[config.mk]
export PLATFORM = sky130hd
export DESIGN_NAME = fade_toggle_ctrl
export DESIGN_NICKNAME = d
export VERILOG_FILES = /design/src/fade_pkg.sv /design/src/fade_toggle_ctrl.sv
export SDC_FILE = /design/constraint.sdc
export NUM_CORES = 1
export LEC_CHECK = 0
export ABC_AREA = 1
export BUFFER_PORTS_ARGS = -buffer_cell sky130_fd_sc_hd__buf_2
export CAP_MARGIN = 15
export CORE_MARGIN = 4
export CORE_UTILIZATION = 55
export DETAILED_ROUTE_END_ITERATION = 7
export HOLD_SLACK_MARGIN = 0.05
export PLACE_DENSITY_LB_ADDON = 0.1
export SYNTH_ARGS = -nofsm -noshare
export SYNTH_HDL_FRONTEND = slang
export SYNTH_SLANG_ARGS = --single-unit
[constraint.sdc]
create_clock -name sys_clk_in -period 11.6 [get_ports sys_clk_in]
set_clock_uncertainty 0.1 [all_clocks]
set_input_delay 1.74 -clock sys_clk_in [delete_from_list [all_inputs] [get_ports sys_clk_in]]
set_output_delay 1.74 -clock sys_clk_in [all_outputs]
set_load 0.05 [all_outputs]
[src/fade_pkg.sv]
// constants for the dual channel fade toggle controller
package fade_pkg;
    localparam int unsigned CLK_MHZ        = 100;
    localparam int unsigned STEP_COUNT     = 63;
    localparam int unsigned IDX_W          = 6;
    localparam int unsigned LVL_W          = 8;
    // instant-switch slew time in ns (least, typical, most)
    localparam int unsigned SLEW_MIN_NS    = 45000;
    localparam int unsigned SLEW_TYP_NS    = 70000;
    localparam int unsigned SLEW_MAX_NS    = 100000;
    // instant mode: the whole zero-to-full walk takes the typical slew time
    localparam int unsigned SLEW_TYP_CYC   = SLEW_TYP_NS * CLK_MHZ / 1000;
    localparam int unsigned SLEW_STEP_CYC  = SLEW_TYP_CYC / STEP_COUNT;
    localparam int unsigned DEBOUNCE_CYC   = 100000;
    localparam int unsigned FADE_STEP_CYC  = 200000;
    localparam logic [5:0]  IDX_ZERO       = 6'h00;
    localparam logic [5:0]  IDX_FULL       = 6'h3F;

    // gamma curve, index 0..63 to a level 0..255
    function automatic logic [7:0] gamma_lut(input logic [5:0] idx);
        int unsigned sq;
        sq = (int'(idx) * int'(idx) * 255) / (63 * 63);
        return sq[7:0];
    endfunction : gamma_lut
endpackage : fade_pkg

[src/fade_toggle_ctrl.sv]
// two-channel debounced toggle with gamma fade and fault shutdown
`timescale 1ns/1ps
module fade_toggle_ctrl #(
    parameter int unsigned DEBOUNCE_CYC  = fade_pkg::DEBOUNCE_CYC,
    parameter int unsigned FADE_STEP_CYC = fade_pkg::FADE_STEP_CYC
) (
    // clock and reset
    input  wire logic       sys_clk_in,
    input  wire logic       rst_n_in,
    // toggle pins, asynchronous
    input  wire logic       chan1_toggle_in,
    input  wire logic       chan2_toggle_in,
    // fade timing select: low means fade bypassed
    input  wire logic       fade_time_select_in,
    // fault detectors, asynchronous
    input  wire logic       out_short_in,
    input  wire logic       iset_short_in,
    input  wire logic       over_temp_in,
    // current level per channel, and the fault flag
    output logic [7:0]      chan1_current_out,
    output logic [7:0]      chan2_current_out,
    output logic            fault_out
);
    localparam int unsigned CW = 32;

    if (DEBOUNCE_CYC < 2 || FADE_STEP_CYC < 1
        || fade_pkg::SLEW_STEP_CYC < 1) begin : g_bad_param
        $error("fade_toggle_ctrl: bad period parameter");
    end

    // synchronisers: first stage read only by the second
    // reset to the idle pin level, so no false press follows reset
    logic [5:0] sync1_q, sync2_q;
    logic [5:0] pins;
    assign pins = {over_temp_in, iset_short_in, out_short_in,
                   fade_time_select_in, chan2_toggle_in, chan1_toggle_in};
    always_ff @(posedge sys_clk_in) begin
        if (!rst_n_in) begin
            sync1_q <= 6'h00;
            sync2_q <= 6'h00;
        end else begin
            sync1_q <= pins;
            sync2_q <= sync1_q;
        end
    end

    logic fade_en, fault;
    assign fade_en = sync2_q[2];
    assign fault   = |sync2_q[5:3];

    // shared step tick: one rate for both channels and both directions
    logic [CW-1:0] tick_cnt_q, tick_cnt_d;
    logic          tick;
    logic [CW-1:0] tick_max;
    always_comb begin
        // bypass keeps the same walk, only faster, so both modes share it
        if (fade_en)
            tick_max = CW'(FADE_STEP_CYC - 1);
        else
            tick_max = CW'(fade_pkg::SLEW_STEP_CYC - 1);
        // >= so a switch to the short period ticks at once, never wraps
        tick       = (tick_cnt_q >= tick_max);
        tick_cnt_d = tick ? '0 : tick_cnt_q + CW'(1);
    end
    always_ff @(posedge sys_clk_in) begin
        if (!rst_n_in) tick_cnt_q <= '0;
        else           tick_cnt_q <= tick_cnt_d;
    end

    // per-channel debounce, target and fade index
    logic             deb_q [2];
    logic             deb_d [2];
    logic             on_q [2];
    logic             on_d [2];
    logic             accept [2];
    logic [CW-1:0]    dcnt_q [2];
    logic [CW-1:0]    dcnt_d [2];
    logic [5:0]       idx_q [2];
    logic [5:0]       idx_d [2];

    generate
        for (genvar c = 0; c < 2; c++) begin : g_chan
            always_comb begin
                deb_d[c]  = deb_q[c];
                dcnt_d[c] = '0;
                accept[c] = 1'b0;
                if (sync2_q[c] != deb_q[c]) begin
                    dcnt_d[c] = dcnt_q[c] + CW'(1);
                    if (dcnt_q[c] >= CW'(DEBOUNCE_CYC - 1)) begin
                        deb_d[c]  = sync2_q[c];
                        dcnt_d[c] = '0;
                        // press edge only, so a held level toggles once
                        accept[c] = sync2_q[c];
                    end
                end
                on_d[c] = on_q[c];
                if (accept[c])
                    on_d[c] = ~on_q[c];
                if (fault)
                    on_d[c] = 1'b0;
                idx_d[c] = idx_q[c];
                if (fault)
                    idx_d[c] = fade_pkg::IDX_ZERO;
                else if (tick) begin
                    // step from wherever the walk stands
                    if (on_q[c] && idx_q[c] != fade_pkg::IDX_FULL)
                        idx_d[c] = idx_q[c] + 6'h01;
                    else if (!on_q[c] && idx_q[c] != fade_pkg::IDX_ZERO)
                        idx_d[c] = idx_q[c] - 6'h01;
                end
            end
            always_ff @(posedge sys_clk_in) begin
                if (!rst_n_in) begin
                    deb_q[c]  <= 1'b0;
                    dcnt_q[c] <= '0;
                    on_q[c]   <= 1'b0;
                    idx_q[c]  <= fade_pkg::IDX_ZERO;
                end else begin
                    deb_q[c]  <= deb_d[c];
                    dcnt_q[c] <= dcnt_d[c];
                    on_q[c]   <= on_d[c];
                    idx_q[c]  <= idx_d[c];
                end
            end
        end
    endgenerate

    always_ff @(posedge sys_clk_in) begin
        if (!rst_n_in) begin
            chan1_current_out <= 8'h00;
            chan2_current_out <= 8'h00;
            fault_out         <= 1'b0;
        end else begin
            chan1_current_out <= fade_pkg::gamma_lut(idx_q[0]);
            chan2_current_out <= fade_pkg::gamma_lut(idx_q[1]);
            fault_out         <= fault;
        end
    end
endmodule : fade_toggle_ctrl

==> reports/qor.yml <==
status: "finished, violations left"
violations: "setup timing"
final_cell_mix: "nand2_1 (698), buf_4 (642), inv_1 (542)"
critPathKind: "reg -> reg"
regArea_um2: 2870
antenna_left: 0
core_um2: 33700
synthTopCellsByArea: "nand2_1 (16%), dfxtp_1 (15%), inv_1 (11%)"
min_from: "sync1_q[3]$_SDFF_PN0_"
viasPerCell: 5.18
gp_congestion: 0.927
synth_fa_ha_area_share_pct: 18.6
synth_compound_area_share_pct: 6.40
drc: 0
holdCritPathClass: "reg -> reg"
syn_avg_cell_area_um2: 6.30
holdPathEnd: "sync2_q[3]$_SDFF_PN0_"
num_vias: 21693
worstMarginPinSlew_ps: 1150
post-place-ws_ps: -1040
drv_slew: 0
grt_pass1_vias: 21451
drtIter0Drc: 1308
grt_antenna_before_repair: 0
gr-usage-all-layers_pct: 27.4
clk_pin_slew_ps: 60
r2r_slack_ps: -740
route.met2.wl_mm: 30.5
setup_violations: 4
critPathBufInv: 17
crit_required_ps: 11760
yosysWarningCount: 0
hold_violations: 0
start_util_pct: 56.1
rsz0062_at_grt: "true"
rr_startpoint: "idx_q[0][5]$_SDFFE_PP0P_"
crit_top_cell: "nand2_1"
synth_edf_count: 2
synthSimpleGateAreaFrac_pct: 41.2
cap_violations: 0
synthFlopType: "dfxtp_1"
maxSlewHeadroom_pct: 23.5
wl_met1_mm: 22.2
crit_family: "simple AND/OR/NAND/NOR gates"
fp-row-count: 67
grt-ovfl-total: 0
synth_top_family_by_area: "simple AND/OR/NAND/NOR gates"
fin_util_pct: 81.2
synth_cell_types: 57
r2r_end: "chan1_current_out[0]$_SDFF_PN0_"
cts_buffers: 17
antennaDiodeCount: 0
ys_async_sr_fraction_pct: 0
fin_nets: 3964
place_hpwl_mm: 40.3
multi_input_area_um2: 15800
wire_per_inst_um: 13.5
routed-wl-met3_mm: 2.29
fmax_mhz: 81.0
cts_tree: "yes"
period_share_pct: 106
synthCells: 2998
synth-xor-area-share_pct: 5.25
holdPathStages: 2
synth.top_cell.area_share_pct: 16.2
slowest_delay_ps: 540
clock_path_buffers: 2
synthToLayoutAreaGrowth_pct: 44.8
cts.sinks: 141
synth.ff_latch_count: 141
top_layer: "met4"
fp.dieArea_um2: 37400
fp.dieH_um: 193
drive_above_1_share_pct: 35.3
wirelength_mm: 56.5
grt_pass1_wl_mm: 90.7
cts_root_buf: "clkbuf_16"
layout_commonest_cell: "nand2_1"
grt_max_degree: 21
die_x_um: 193
clk-insertion-delay-late_ps: 430
start_kind: "flip-flop"
n_fill_cell: 2119
portBuffers: 24
slowest_stage: "fa_1"
reg2reg_depth: 88
worst_slack_ps: -743
h-tree-depth: 4
netlist_area_um2: 18900
synthMuxAreaShare_pct: 0.106
crit_fanout: 7
ys_seq_area_share_pct: 15.0
endpoint_kind: "flip-flop"
top_level_ports: 25
period_needed_ps: 12340
critPathArrivalTime_ps: 12500
synth_area_leader_cell: "nand2_1"
dr.pass1.iters: 5
state kept, by name, indices dropped and copies added (netlist names):
name,flops
on_q,2
tick_cnt_q,32
sync1_q,6
chan1_current_out,8
sync2_q,6
idx_q,12
fault_out,1
deb_q,2
chan2_current_out,8
dcnt_q,64
cell type report:
type / count / area share (%)
Multi-Input combinational cell: 2262 / 57.7
Timing Repair Buffer: 687 / 19.1
Sequential cell: 141 / 10.5
Inverter: 616 / 8.49
Tap cell: 448 / 2.05
Clock buffer: 20 / 1.67
Clock inverter: 12 / 0.544
per-layer routing:
layer,GRT usage (%),up-vias
met1,30.9,10192
met3,3.10,166
met4,7.84,0
met2,53.8,643
li1,-,10692
met5,0,-
kinds of logic after synthesis:
| group | after synthesis |
|---|---|
| buffers and inverters | 649 |
| other | 2 |
| xor gates and xnor gates | 109 |
| muxes | 2 |
| AOI/OAI and AO/OA | 204 |
| and+or+nand+nor | 1660 |
| adders and majority gates | 231 |
| DFF | 141 |
metrics by stage:
| step | hold slack [ps] | instance area (um^2) | setup TNS [ps] | std cells |
|---|---|---|---|---|
| finish | 312 | 27400 | -2090 | 4186 |
| global route | 341 | 27400 | -5420 | 4186 |
| CTS | 318 | 26400 | -824 | 4160 |
| detailed placement | 306 | 24600 | -3390 | 4065 |
| global placement | 302 | 24600 | -1670 | 4065 |
| floorplan | 290 | 19700 | -325 | 3045 |
tightest hold or removal path, cell delays in order, from the launching register on:
cell and delay, ps:
dfxtp_1 310, nand2_1 50, inv_1 40
Yosys cell counts (7+ instances only):
master / n
nand2_4: 20
o21a_1: 7
clkbuf_1: 14
nand4_1: 52
inv_1: 576
nor2_4: 19
o21ai_0: 46
xor2_1: 85
nand3_1: 247
inv_2: 34
nor3b_1: 17
nor2_1: 262
buf_6: 10
dfxtp_1: 139
nor4_1: 12
o21bai_1: 15
nand3b_1: 20
nor3_1: 28
o21ai_1: 10
nor2_2: 27
a21o_1: 10
a21oi_1: 83
nand2_2: 90
nand3_2: 28
o211ai_1: 8
xnor2_1: 19
fa_1: 82
ha_1: 149
nand2_1: 816
what timing repair did:
| item | 4_1_cts | 5_1_grt |
|---|---|---|
| pin swaps | 126 | 130 |
| endpoints found under the hold margin | 0 | 0 |
| setup endpoints to repair | 4 | 6 |
| gates resized for setup | 195 | 180 |
| buffers inserted | 56 | 26 |
| gates cloned | 7 | 0 |
| hold buffers | 0 | 0 |
how the worst max path moves through the flow:
stage	from	to	slack (ps)	depth (start not counted)
3_3_place_gp	idx_q[0][4]$_SDFFE_PP0P_	chan1_current_out[0]$_SDFF_PN0_	-650	80
2_1_floorplan	idx_q[1][0]$_SDFFE_PP0P_	chan2_current_out[0]$_SDFF_PN0_	-170	87
6_report	idx_q[0][5]$_SDFFE_PP0P_	chan1_current_out[0]$_SDFF_PN0_	-740	88
4_1_cts	idx_q[0][5]$_SDFFE_PP0P_	chan1_current_out[0]$_SDFF_PN0_	-410	84
3_5_place_dp	idx_q[0][5]$_SDFFE_PP0P_	chan1_current_out[0]$_SDFF_PN0_	-1040	83
5_1_grt	idx_q[0][5]$_SDFFE_PP0P_	chan1_current_out[0]$_SDFF_PN0_	-1570	98
Power is not shown: default switching activity piles up to over one toggle a cycle in this logic, so the estimate is an artifact.
